File: src/rtl/clock_ctrl_map.vh
`ifndef CLOCK_CTRL_MAP_VH
`define CLOCK_CTRL_MAP_VH

// register word offsets (byte address = offset)
`define REG_GLOBAL_CFG 4'h0
`define REG_REGIONAL_CFG 4'h4
`define REG_PLLOUT_CFG 4'h8
`define REG_ENABLE 4'hC
`define REG_STATUS 4'h1

// global config word: [2:0] static source, [3] dynamic mode,
// [6:4] dynamic pair input a, [10:8] dynamic pair input b
`define GCFG_STATIC_LSB 0
`define GCFG_DYN_BIT 3
`define GCFG_PAIR_A_LSB 4
`define GCFG_PAIR_B_LSB 8

// regional config: [3i+2:3i] source of network i; pll_out config: [2:0] source, [3] pin mux
`define PCFG_PIN_SEL_BIT 3

`define SEL_W 3
`define NUM_SRC 8
`define NUM_GLOBAL 4
`define NUM_REGIONAL 8
`define NUM_PLLOUT 1

// enable word: [3:0] global, [11:4] regional, [12] pll_out
`define EN_GLOBAL_LSB 0
`define EN_REGIONAL_LSB 4
`define EN_PLLOUT_BIT 12
`define ENABLE_RESET 32'h00001FFF

`endif

File: src/rtl/clock_network_control_block.v
`timescale 1ns/1ps
`include "clock_ctrl_map.vh"
// Behaviour
// - one control unit per global, regional and pll output network.
// - every unit selects a source and can stop or start it at run time.
// - global source comes from static config or run-time select.
// - static selection may pick any multiplexer input.
// - run-time global selection toggles between two configured inputs only.
// - regional and pll output units take static selection only.
// - pll output selects are fixed by configuration, ignoring user mode control.
// - pll output pin carries either user signal or control unit output.
// - eight regional networks, fed by pins, pll outputs or internal logic.
// - each top positive pin feeds delay line, two globals, two regionals four apart.
// - each internal global driver reaches one global; regional drivers two, four apart.
// - fast pll switchover is manual only.
module clock_network_control_block (
  input wire clk,
  input wire rstn,
  input wire [3:0] reg_addr,
  input wire [31:0] reg_wdata,
  input wire reg_wr,
  input wire reg_rd,
  output reg [31:0] reg_rdata,
  input wire config_done,
  input wire [3:0] top_dedicated_pin_positive,
  input wire [3:0] top_dedicated_pin_negative,
  input wire [1:0] pll_counter_output,
  input wire [3:0] internal_global_driver,
  input wire [7:0] internal_regional_driver,
  input wire [3:0] global_dyn_sel,
  input wire [3:0] global_enable,
  input wire [7:0] regional_enable,
  input wire pllout_enable,
  input wire pllout_user_signal,
  input wire fast_pll_manual_switch,
  output wire [3:0] top_global_network,
  output wire [7:0] regional_network,
  output reg delay_loop_clock_line,
  output wire pll_out_pin,
  output reg fast_pll_ref_sel_r
);
  reg [31:0] global_cfg_r;
  reg [31:0] regional_cfg_r;
  reg [31:0] pllout_cfg_r;
  reg [31:0] enable_r;
  reg cfg_locked_r;
  wire [3:0] g_run;
  wire [7:0] r_run;
  wire p_run;
  wire pll_unit_clk;
  wire [2:0] pll_sel;

  // configuration writes only land before user mode; afterwards locked
  always @(posedge clk or negedge rstn) begin
    if (!rstn) begin
      global_cfg_r <= 32'h00000000;
      regional_cfg_r <= 32'h00000000;
      pllout_cfg_r <= 32'h00000000;
      enable_r <= `ENABLE_RESET;
      cfg_locked_r <= 1'b0;
    end else begin
      if (config_done) begin
        cfg_locked_r <= 1'b1;
      end
      if (reg_wr && !cfg_locked_r) begin
        if (reg_addr == `REG_GLOBAL_CFG) begin
          global_cfg_r <= reg_wdata;
        end else if (reg_addr == `REG_REGIONAL_CFG) begin
          regional_cfg_r <= reg_wdata;
        end else if (reg_addr == `REG_PLLOUT_CFG) begin
          pllout_cfg_r <= reg_wdata;
        end
      end
      if (reg_wr && reg_addr == `REG_ENABLE) begin
        enable_r <= reg_wdata;
      end
    end
  end

  always @(posedge clk or negedge rstn) begin
    if (!rstn) begin
      reg_rdata <= 32'h00000000;
    end else if (reg_rd) begin
      if (reg_addr == `REG_GLOBAL_CFG) begin
        reg_rdata <= global_cfg_r;
      end else if (reg_addr == `REG_REGIONAL_CFG) begin
        reg_rdata <= regional_cfg_r;
      end else if (reg_addr == `REG_PLLOUT_CFG) begin
        reg_rdata <= pllout_cfg_r;
      end else if (reg_addr == `REG_ENABLE) begin
        reg_rdata <= enable_r;
      end else if (reg_addr == `REG_STATUS) begin
        reg_rdata <= {16'h0000, cfg_locked_r, p_run, r_run, 1'b0, 1'b0, g_run};
      end else begin
        reg_rdata <= 32'h00000000;
      end
    end else begin
      reg_rdata <= 32'h00000000;
    end
  end

  genvar i;
  generate
    for (i = 0; i < `NUM_GLOBAL; i = i + 1) begin : g_global
      // pin pairs: pins 0,1 feed globals 0,1; pins 2,3 feed globals 2,3
      wire [7:0] src;
      wire [2:0] a_sel;
      wire [2:0] b_sel;
      wire [2:0] st_sel;
      wire [2:0] sel;
      assign src = {pll_counter_output, internal_global_driver[i],
        top_dedicated_pin_negative[i],
        top_dedicated_pin_positive[(i/2)*2+1], top_dedicated_pin_positive[(i/2)*2],
        2'b00};
      assign st_sel = global_cfg_r[`GCFG_STATIC_LSB +: 3];
      assign a_sel = global_cfg_r[`GCFG_PAIR_A_LSB +: 3];
      assign b_sel = global_cfg_r[`GCFG_PAIR_B_LSB +: 3];
      // run-time select picks one of exactly two inputs
      assign sel = global_cfg_r[`GCFG_DYN_BIT] ?
        (global_dyn_sel[i] ? b_sel : a_sel) : st_sel;
      clock_gate_unit u_unit (
        .clk(clk),
        .rstn(rstn),
        .src_in(src),
        .sel(sel),
        .enable(global_enable[i] & enable_r[`EN_GLOBAL_LSB + i]),
        .clk_out(top_global_network[i]),
        .running_r(g_run[i])
      );
    end
    for (i = 0; i < `NUM_REGIONAL; i = i + 1) begin : g_regional
      // regional k and k+4 share the same pin and driver pool
      wire [7:0] src;
      assign src = {pll_counter_output, internal_regional_driver[i % 4],
        internal_regional_driver[(i % 4) + 4],
        top_dedicated_pin_negative[i % 4], top_dedicated_pin_positive[i % 4],
        2'b00};
      clock_gate_unit u_unit (
        .clk(clk),
        .rstn(rstn),
        .src_in(src),
        .sel(regional_cfg_r[3*i +: 3]),
        .enable(regional_enable[i] & enable_r[`EN_REGIONAL_LSB + i]),
        .clk_out(regional_network[i]),
        .running_r(r_run[i])
      );
    end
  endgenerate

  assign pll_sel = pllout_cfg_r[2:0];
  clock_gate_unit u_pllout (
    .clk(clk),
    .rstn(rstn),
    .src_in({pll_counter_output, top_dedicated_pin_positive, 2'b00}),
    .sel(pll_sel),
    .enable(pllout_enable & enable_r[`EN_PLLOUT_BIT]),
    .clk_out(pll_unit_clk),
    .running_r(p_run)
  );
  assign pll_out_pin = pllout_cfg_r[`PCFG_PIN_SEL_BIT] ? pll_unit_clk :
    pllout_user_signal;

  // delay line gets the registered OR of the four positive top pins
  always @(posedge clk or negedge rstn) begin
    if (!rstn) begin
      delay_loop_clock_line <= 1'b0;
      fast_pll_ref_sel_r <= 1'b0;
    end else begin
      delay_loop_clock_line <= |top_dedicated_pin_positive;
      // switchover only on the manual level; no automatic path exists
      fast_pll_ref_sel_r <= fast_pll_manual_switch;
    end
  end
endmodule

File: src/rtl/clock_gate_unit.v
`timescale 1ns/1ps
// one control unit: source mux plus glitch-free gate
module clock_gate_unit (
  input wire clk,
  input wire rstn,
  input wire [7:0] src_in,
  input wire [2:0] sel,
  input wire enable,
  output wire clk_out,
  output reg running_r
);
  reg sel_src_r;
  reg en_meta_r;
  reg en_sync_r;
  reg gated_r;

  // sources are sampled on clk; one register stage keeps mux output clean
  always @(posedge clk or negedge rstn) begin
    if (!rstn) begin
      sel_src_r <= 1'b0;
    end else begin
      sel_src_r <= src_in[sel];
    end
  end

  // enable is synchronised and only taken while the selected clock is low,
  // so a stop never truncates a high pulse
  always @(posedge clk or negedge rstn) begin
    if (!rstn) begin
      en_meta_r <= 1'b0;
      en_sync_r <= 1'b0;
      running_r <= 1'b0;
    end else begin
      en_meta_r <= enable;
      en_sync_r <= en_meta_r;
      if (!sel_src_r) begin
        running_r <= en_sync_r;
      end
    end
  end

  always @(posedge clk or negedge rstn) begin
    if (!rstn) begin
      gated_r <= 1'b0;
    end else begin
      gated_r <= sel_src_r & running_r;
    end
  end

  assign clk_out = gated_r;
endmodule

File: config.mk
export PLATFORM = sky130hd
export DESIGN_NAME = clock_network_control_block
export DESIGN_NICKNAME = d
export VERILOG_FILES = /design/src/rtl/clock_network_control_block.v /design/src/rtl/clock_gate_unit.v
export VERILOG_INCLUDE_DIRS = /design/src /design/src/rtl
export SDC_FILE = /design/constraint.sdc
export NUM_CORES = 1
export LEC_CHECK = 0
export ABC_CLOCK_PERIOD_IN_PS = 6400
export BUFFER_PORTS_ARGS = -buffer_cell sky130_fd_sc_hd__buf_4
export CAP_MARGIN = 20
export CORE_ASPECT_RATIO = 1.75
export CORE_MARGIN = 10
export CORE_UTILIZATION = 40
export CTS_CLUSTER_SIZE = 30
export DETAILED_ROUTE_END_ITERATION = 16
export GPL_ROUTABILITY_DRIVEN = 0
export PLACE_DENSITY = 0.63
export SLEW_MARGIN = 20
export SYNTH_ARGS = -nofsm -noshare
export SYNTH_HDL_FRONTEND = slang
export SYNTH_HIERARCHICAL = 1
export SYNTH_SLANG_ARGS = --single-unit
File: constraint.sdc
create_clock -name clk -period 6.4 [get_ports clk]
set_clock_uncertainty 0.2 [all_clocks]
set_input_delay 0.32 -clock clk [delete_from_list [all_inputs] [get_ports clk]]
set_output_delay 0.32 -clock clk [all_outputs]
set_load 0.01 [all_outputs]
-- After elaboration in Yosys (flattened, before gate mapping)
Index checks and enable logic that the tools add are counted.
W data, S select, Z words.
- register bits after elaboration: 228
- input port bits: 82
- output and inout port bits: 47
- logic and storage cells: 167
- order comparisons: 13
- equal/unequal tests: 4
- multiplexer cells: 41
- bitwise operators: 28
- reductions and logical operators: 8
- operators with widths (cell ; number):
    $mux W32 ; 5
    $lt A3 B4 Y1 const B ; 13
    $bmux W1 S3 ; 13
    $and A1 B1 Y1 ; 26
    $mux W3 ; 8
    $mux W16 ; 1
    $mux W1 ; 14
    $eq A4 B4 Y1 const B ; 2
    $eq A4 B1 Y1 const B ; 1
    $eq A4 B3 Y1 const B ; 1
    $logic_not A4 Y1 ; 1
    $reduce_and A4 Y1 ; 1
    $reduce_or A4 Y1 ; 1
    $reduce_and A3 Y1 ; 1
    $logic_and A1 B1 Y1 ; 2
    $not A1 Y1 ; 2
    $reduce_and A2 Y1 ; 1
    $logic_not A1 Y1 ; 1

-- Logic depth before layout (Yosys ltp)
Gate-level depths: netlist (run 1).
- depth after elaboration: 7
- mapped depth: 6
- depth with buffers taken out: 4

-- Hierarchy
Netlist (run 1), hierarchy kept.
- modules (own cells, without submodules) (module ; times used ; cells each ; area an instance (um^2) ; sequential area each (um^2)):
    clock_network_control_block ; 1 ; 562 ; 7443.4 ; 4095.2
    clock_gate_unit ; 13 ; 10 ; 206.4 ; 125.1

-- Worst setup path before layout (run 1)
OpenSTA, ideal clock, no wires.
- path kind: register -> register
- from: register global_cfg_r[3]
- to: register g_global[0].u_unit.sel_src_r
- setup time: 0.125 ns
- arrival: 1.724 ns
- required time: 6.075 ns
- slack: 4.351 ns
- stages on the path, launching flop included: 6
- buffers on the path: 2
- clock period less this slack: 2.049 ns
- cell sequence: dfrtp_1 -> clkbuf_1 -> clkbuf_1 -> a21oi_1 -> mux4_1 -> mux2_2
- cells in the longest elaborated chain, start to end: 3
- ends and longest elaborated chain (what ; RTL line ; RTL):
    start: declaration ; clock_network_control_block.v:42 ; reg [31:0] global_cfg_r;
    start signal: assignment ; clock_network_control_block.v:67 ; global_cfg_r <= reg_wdata;
    $mux W3 ; clock_network_control_block.v:119 ; assign sel = global_cfg_r[`GCFG_DYN_BIT] ?
    net g_global[0].sel[0] ; clock_network_control_block.v:110 ; wire [2:0] sel;
    $bmux W1 S3 ; clock_gate_unit.v:22 ; sel_src_r <= src_in[sel];
    $mux W1 (not written as such) ; clock_gate_unit.v:22 ;
    end signal: assignment ; clock_gate_unit.v:22 ;
    end: declaration ; clock_gate_unit.v:12 ; reg sel_src_r;
The timed path passes the listed nets, and every way through them passes these cells. The select of a mux whose other input is x is not followed.
A chain may end at the register's enable or synchronous reset.

-- Worst setup path after layout (run 1)
- from: input reg_addr[2]
- to: register pllout_cfg_r[20]
- cells in the longest elaborated chain, start to end: 3
- elaborated cells on any way between the ends: 6
- classes of those cells: eq/ne (2); bitwise (2); reduce/logical (2)
- ends and longest elaborated chain (what ; RTL line ; RTL):
    start: declaration ; clock_network_control_block.v:19 ; input wire [3:0] reg_addr,
    $eq A4 B3 Y1 (no line) / $logic_not A4 Y1 (equally long branches) ; -- ;
    $not A1 Y1 (no line) ; -- ;
    $reduce_and A4 Y1 (no line) (*) ; -- ;
    end signal: assignment ; clock_network_control_block.v:71 ; pllout_cfg_r <= reg_wdata;
    end: declaration ; clock_network_control_block.v:44 ; reg [31:0] pllout_cfg_r;
Mark *: on every way between the ends. The rest lies on a longest branch, timed or not.

==> results of run 1 <==
worst reg2reg max path, stage by stage, from the launching register on:
cell and delay (ns):
dfrtp_1 0.44, nor4b_4 0.42, nand3_2 0.85, mux2_1 0.64
Yosys cell counts, types with 2 or more instances:
library cell / instances / area (sq um)
o21ai_0: 28 / 140
nor2_1: 6 / 22.5
a22oi_1: 9 / 67.6
nor4b_1: 11 / 96.3
clkbuf_1: 14 / 52.6
nand2b_1: 9 / 56.3
mux2i_1: 51 / 510
buf_4: 5 / 37.5
dfrtp_1: 215 / 5380
o22ai_1: 17 / 106
mux4_1: 26 / 683
o32a_1: 9 / 90.1
a2bb2oi_1: 5 / 43.8
and2_1: 43 / 269
nor2b_1: 10 / 62.6
a21oi_1: 18 / 90.1
mux2_1: 4 / 45.0
a211oi_1: 9 / 67.6
nor3b_2: 2 / 25.0
or4_1: 2 / 15.0
mux2_2: 151 / 1700
buf_2: 19 / 95.1
dfstp_2: 13 / 342
per-layer routing:
layer	routed length (um)	up-vias	GRT usage, %
met5	0	-	0
met3	1220	62	2.75
met2	14700	177	29.8
li1	-	2961	-
met1	10500	3350	18.6
met4	1310	0	8.87
through the flow:
stage | cell area, sq um | hold slack [ns] | utilization [%]
3_3_place_gp | 11400 | 0.134 | 45.5
6_report | 12700 | 0.0334 | 50.6
5_1_grt | 12700 | 0.0399 | 50.6
3_5_place_dp | 11400 | 0.136 | 45.5
4_1_cts | 12700 | 0.0170 | 50.6
2_1_floorplan | 10200 | -0.176 | -
cell type report:
class / instances / area (sq um)
fillers: 2170 / 12400
flip-flops and latches: 228 / 5720
multi-input cells: 448 / 4310
repair buffers: 185 / 1520
clock buffers: 34 / 647
well taps: 316 / 395
clock inverters: 8 / 124
inverters: 1 / 3.75
sequential cells by signal, indices dropped and copies added, names as in the netlist, 8 cells and up:
register	count
enable_r	32
g_regional.u_unit/clk_out	8
g_regional.u_unit/en_meta_r	8
g_regional.u_unit/en_sync_r	8
g_regional.u_unit/running_r	8
g_regional.u_unit/sel_src_r	8
global_cfg_r	32
pllout_cfg_r	32
reg_rdata	32
regional_cfg_r	32
repair_timing:
action | CTS | global route
endpoints found under the setup margin | 0 | 0
hold buffers | 50 | 0
hold endpoints to repair | 240 | 0
cells by family after synthesis:
group	share of synthesized area, %
AND/OR/NAND/NOR	6.38
buffers and inverters	2.01
multiplexers	29.0
AO/OA/AOI/OAI	6.05
flip-flops	56.5
other	0.0370
how the worst min path moves through the flow:
stage                                             start                                        to  slack (ns)
2_1_floorplan                                      rstn                  cfg_locked_r$_DFFE_PN0P_       -0.18
3_3_place_gp   g_regional[5].u_unit/en_meta_r$_DFF_PN0_  g_regional[5].u_unit/en_sync_r$_DFF_PN0_        0.13
3_5_place_dp   g_regional[4].u_unit/en_meta_r$_DFF_PN0_  g_regional[4].u_unit/en_sync_r$_DFF_PN0_        0.14
4_1_cts                       internal_global_driver[1]    g_global[1].u_unit/sel_src_r$_DFF_PN0_        0.02
5_1_grt                       internal_global_driver[1]    g_global[1].u_unit/sel_src_r$_DFF_PN0_        0.04
6_report                      internal_global_driver[1]    g_global[1].u_unit/sel_src_r$_DFF_PN0_        0.03
power breakdown:
group	internal (mW)	switching (mW)	total [mW]
clock network	0.823	0.565	1.39
logic	0.204	0.165	0.370
registers	1.58	0.0728	1.65
total	2.60	0.803	3.41
==> impl_metrics.json, run 1 <==
{
  "insertion_delay_ns": 0.53,
  "cts_tree": "done",
  "ys_seq_elements": 228,
  "port_buffers": 128,
  "final_hold_viol_count": 0,
  "chipWidth_um": 140,
  "period_share_pct": 43.0,
  "slew_viol_final": 0,
  "startpoint_type": "input pin",
  "rsz0062_at_grt": "false",
  "cp.depth": 5,
  "ir_drop_uv": 230,
  "r2r-end": "pllout_cfg_r[20]$_DFFE_PN0P_",
  "fp.dieH_um": 230,
  "core_sq_um": 25100,
  "worst_slack_ns": 3.65,
  "synthArstFlopShare_pct": 100,
  "place_ws_ns": 3.04,
  "power_mw": 3.41,
  "holdPathStages": 3,
  "syn_avg_cell_area_sq_um": 14.6,
  "cp-end-kind": "flip-flop",
  "crit_end": "pllout_cfg_r[20]$_DFFE_PN0P_",
  "fin_tns_setup_ns": 0,
  "drt_first_pass_iters": 5,
  "yosysWarnings": 6,
  "num_antenna_cells": 0,
  "crit_start": "reg_addr[2]",
  "drtIter0Drc": 298,
  "final.min_clock_period_ns": 2.75,
  "post_cts_buffers": 0,
  "pin_count": 129,
  "p_leak_nw": 6.04,
  "dp_hpwl_um": 18900,
  "htree_levels": 1,
  "place_inst": 1128,
  "synth_ff_type": "dfrtp_1",
  "numCtsBuffers": 23,
  "grt_max_degree": 99,
  "drv_cap": 0,
  "wl_per_cell_um": 22.7,
  "syn_to_final_growth_pct": 25.6,
  "grt_pass1_vias": 7160,
  "track_usage_pct": 16.7,
  "synth-edff-count": 0,
  "die-area_sq_um": 32300,
  "syn_inst": 692,
  "setup_violations": 0,
  "slowest_stage": "nand3_2",
  "drive_gt1_share_pct": 37.7,
  "crit_top_cell": "buf_4",
  "drc": 0,
  "core.rowCount": 77,
  "r2r-start": "cfg_locked_r$_DFFE_PN0P_",
  "cp_data_required_time_ns": 6.59,
  "r2r_setup_slack_ns": 3.73,
  "path_class": "in -> reg",
  "outcome": "finished clean",
  "p_per_area_nw_per_um2": 268,
  "routed_wirelength_um": 27700,
  "final_cells": 1220,
  "vias_per_cell": 5.37,
  "grt_pass1_wl_um": 42400,
  "ff2ff_path_depth": 3,
  "final_cell_mix": "dfrtp_1 (215), mux2_2 (151), buf_4 (134)",
  "cts.clk_slew.worst_paths_ns": 0.06,
  "mostFrequentLayoutCell": "dfrtp_1",
  "cp_top_family": "buffers and inverters",
  "clockBufferDepth": 3,
  "tightest_slew_ns": 1.04,
  "min_path_type": "in -> reg",
  "syn_area_sq_um": 10100,
  "cts_sinks": 228,
  "layout.nets": 969,
  "yosysSeqAreaShare_pct": 56.5,
  "initial_core_util_pct": 40.3,
  "crit_path_max_fanout": 50,
  "cts-root-buf": "clkbuf_16",
  "path_buf_inv": 3,
  "cp.arrival_ns": 2.95,
  "timing.fmax_ghz": 0.363,
  "antenna_found_initial": 0,
  "synth.distinct_cells": 39,
  "via_count": 6550,
  "drtAntennaViolNets": 0,
  "cp_slowest_stage_delay_ns": 0.89,
  "grt_overflow": 0,
  "relSlewSlack_pct": 30.5,
  "cts_resized": 0,
  "crit_path_cell_trace": "buf_4, buf_4, inv_1, nand3_2, mux2_1"
}
No activity file was read; power rests on OpenSTA's default activity.
==> run 2: changes to the inputs <==
--- a/config.mk
+++ b/config.mk
@@ -6,7 +6,7 @@
 export SDC_FILE = /design/constraint.sdc
 export NUM_CORES = 1
 export LEC_CHECK = 0
-export ABC_CLOCK_PERIOD_IN_PS = 6400
+export ABC_CLOCK_PERIOD_IN_PS = 2400
 export BUFFER_PORTS_ARGS = -buffer_cell sky130_fd_sc_hd__buf_4
 export CAP_MARGIN = 20
 export CORE_ASPECT_RATIO = 1.75
@@ -15,7 +15,7 @@
 export CTS_CLUSTER_SIZE = 30
 export DETAILED_ROUTE_END_ITERATION = 16
 export GPL_ROUTABILITY_DRIVEN = 0
-export PLACE_DENSITY = 0.63
+export PLACE_DENSITY = 0.65
 export SLEW_MARGIN = 20
 export SYNTH_ARGS = -nofsm -noshare
 export SYNTH_HDL_FRONTEND = slang
==> constraint.sdc (replaced) <==
create_clock -name clk -period 2.4 [get_ports clk]
set_clock_uncertainty 0.2 [all_clocks]
set_input_delay 0.12 -clock clk [delete_from_list [all_inputs] [get_ports clk]]
set_output_delay 0.12 -clock clk [all_outputs]
set_load 0.01 [all_outputs]
==> run 2 against run 1 <==
  * Worst hold slack worse by 0.0058 ns
  * Sequential power grew to 2.7 times the previous value
  * Worst setup slack worse by 3.5 ns
  * Routed wire length is 0.90% higher
  * First-iteration DRC count is 22% higher
  * Largest cell class unchanged
  * Highest routed layer unchanged
==> impl_metrics.json, run 2 (synthesis gave the netlist of run 1 again) <==
{
  "initial_core_util_pct": 40.3,
  "startpoint_type": "flip-flop",
  "period_share_pct": 93.6,
  "clockBufferDepth": 3,
  "pwr-share-clk_pct": 40.8,
  "drt_first_pass_iters": 4,
  "port_buffers": 128,
  "pin_count": 129,
  "grt_max_degree": 57,
  "final_cell_mix": "dfrtp_1 (215), buf_4 (154), mux2_2 (151)",
  "place_ws_ns": 0.322,
  "p_leak_nw": 6.34,
  "track_usage_pct": 17.1,
  "grt_pass1_vias": 7539,
  "core.rowCount": 77,
  "chipWidth_um": 140,
  "n_fill_cell": 2093,
  "hp-start": "reg_addr[2]",
  "final_util_pct": 53.1,
  "min_path_type": "in -> reg",
  "slew_viol_final": 0,
  "crit_start": "regional_cfg_r[18]$_DFFE_PN0P_",
  "setup_violations": 0,
  "mostFrequentLayoutCell": "dfrtp_1",
  "antenna_found_initial": 1,
  "core_sq_um": 25100,
  "cp_data_required_time_ns": 2.57,
  "crit_path_max_fanout": 4,
  "drive_gt1_share_pct": 38.3,
  "drtIter0Drc": 364,
  "fp.dieH_um": 230,
  "cts-root-buf": "clkbuf_16",
  "drv_cap": 0,
  "cts_resized": 0,
  "final.min_clock_period_ns": 2.25,
  "fin_tns_setup_ns": 0,
  "post_cts_buffers": 0,
  "insertion_delay_ns": 0.53,
  "worst_slack_ns": 0.153,
  "syn_to_final_growth_pct": 31.8,
  "p_int_mw": 7.07,
  "cts_sinks": 228,
  "r2r-start": "regional_cfg_r[18]$_DFFE_PN0P_",
  "vias_per_cell": 5.32,
  "grt_pass1_wl_um": 43800,
  "drc": 0,
  "die-area_sq_um": 32300,
  "cts.clk_slew.worst_paths_ns": 0.06,
  "grt_overflow": 0,
  "cp-end-kind": "flip-flop",
  "numCtsBuffers": 23,
  "p_seq_share_pct": 47.6,
  "timing.fmax_ghz": 0.445,
  "ir_drop_uv": 452,
  "path_class": "reg -> reg",
  "wl_per_cell_um": 21.8,
  "routed_wirelength_um": 27900,
  "final_hold_viol_count": 0,
  "htree_levels": 1,
  "outcome": "finished clean",
  "pwr-share-comb_pct": 11.6,
  "dp_hpwl_um": 19500,
  "via_count": 6809,
  "drtAntennaViolNets": 0,
  "rsz0062_at_grt": "false",
  "cts_tree": "done",
  "p_sw_mw": 2.15,
  "switching_share_pct": 23.3,
  "p_per_area_nw_per_um2": 691,
  "cp.arrival_ns": 2.42,
  "layout.nets": 1029
}
## run 2: changes by cell type in the layout (fill, tap and decap cells not counted), sizes merged
cell | before | now
buf | 135 | 160
dlygate4sd3 | 50 | 85
clkinv | 2 | 3
bufinv | 3 | 2
clkbuf | 34 | 35
clkinvlp | 2 | 1
diode | 0 | 1
## run 2: path summary, 6_finish.rpt
kind / end / slack (ns) / cells after the start
worst max-delay path: g_regional[6].u_unit/sel_src_r$_DFF_PN0_ / 0.15 / 3
worst min-delay path: reg_rdata[26]$_DFF_PN0_ / 0.03 / 4
worst max register to register: g_regional[6].u_unit/sel_src_r$_DFF_PN0_ / 0.15 / 3
worst min register to register: g_regional[2].u_unit/en_sync_r$_DFF_PN0_ / 0.15 / 0
max in group asynchronous: global_cfg_r[20]$_DFFE_PN0P_ / 1.54 / 3
min in group asynchronous: enable_r[4]$_DFFE_PN1P_ / 0.04 / 2
## run 2: repair_timing
item	4_1_cts	5_1_grt
hold buffers	86	0
endpoints found under the setup margin	0	0
endpoints found under the hold margin	412	0
## run 2: power by group through the flow
stage	registers, mW	logic [mW]	clock network, mW
6_report	4.39	1.07	3.77
4_1_cts	4.39	1.08	3.86
2_1_floorplan	4.40	0.512	0
3_5_place_dp	4.46	0.956	0
3_3_place_gp	4.45	0.937	0
5_1_grt	4.42	1.17	4.01
## run 2: worst max-delay path, stage by stage, from the launching register on
cell	delay [ns]
dfrtp_1	0.46
mux4_1	0.58
mux2_2	0.29
dlygate4sd3_1	0.59
## run 2: cell type report
cell class / count / area [sq um] / share of cell area [%]
clock inverter: 7 / 91.3 / 0.684
clock buffer: 35 / 711 / 5.32
tap: 316 / 395 / 2.96
inverter: 1 / 3.75 / 0.0281
timing repair buffer: 245 / 2130 / 16.0
multi-input combinational: 448 / 4300 / 32.2
sequential: 228 / 5720 / 42.9
antenna: 1 / 2.50 / 0.0187
## run 2: stage by stage
step           cell area (sq um)  hold slack, ns  std cells  power (mW)
5_1_grt                    13400          0.0313       1281        9.60
2_1_floorplan              10200          -0.376        717        4.91
3_3_place_gp               11700          -0.145       1152        5.39
6_report                   13400          0.0276       1281        9.22
3_5_place_dp               11700          -0.142       1152        5.42
4_1_cts                    13300         0.00536       1280        9.34
## run 2: metal layers
layer / part of all wire [%] / global-route usage [%]
met2: 53 / 30.8
met4: 4.8 / 8.91
met5: 0 / 0
met3: 4.8 / 3.04
met1: 37 / 18.6
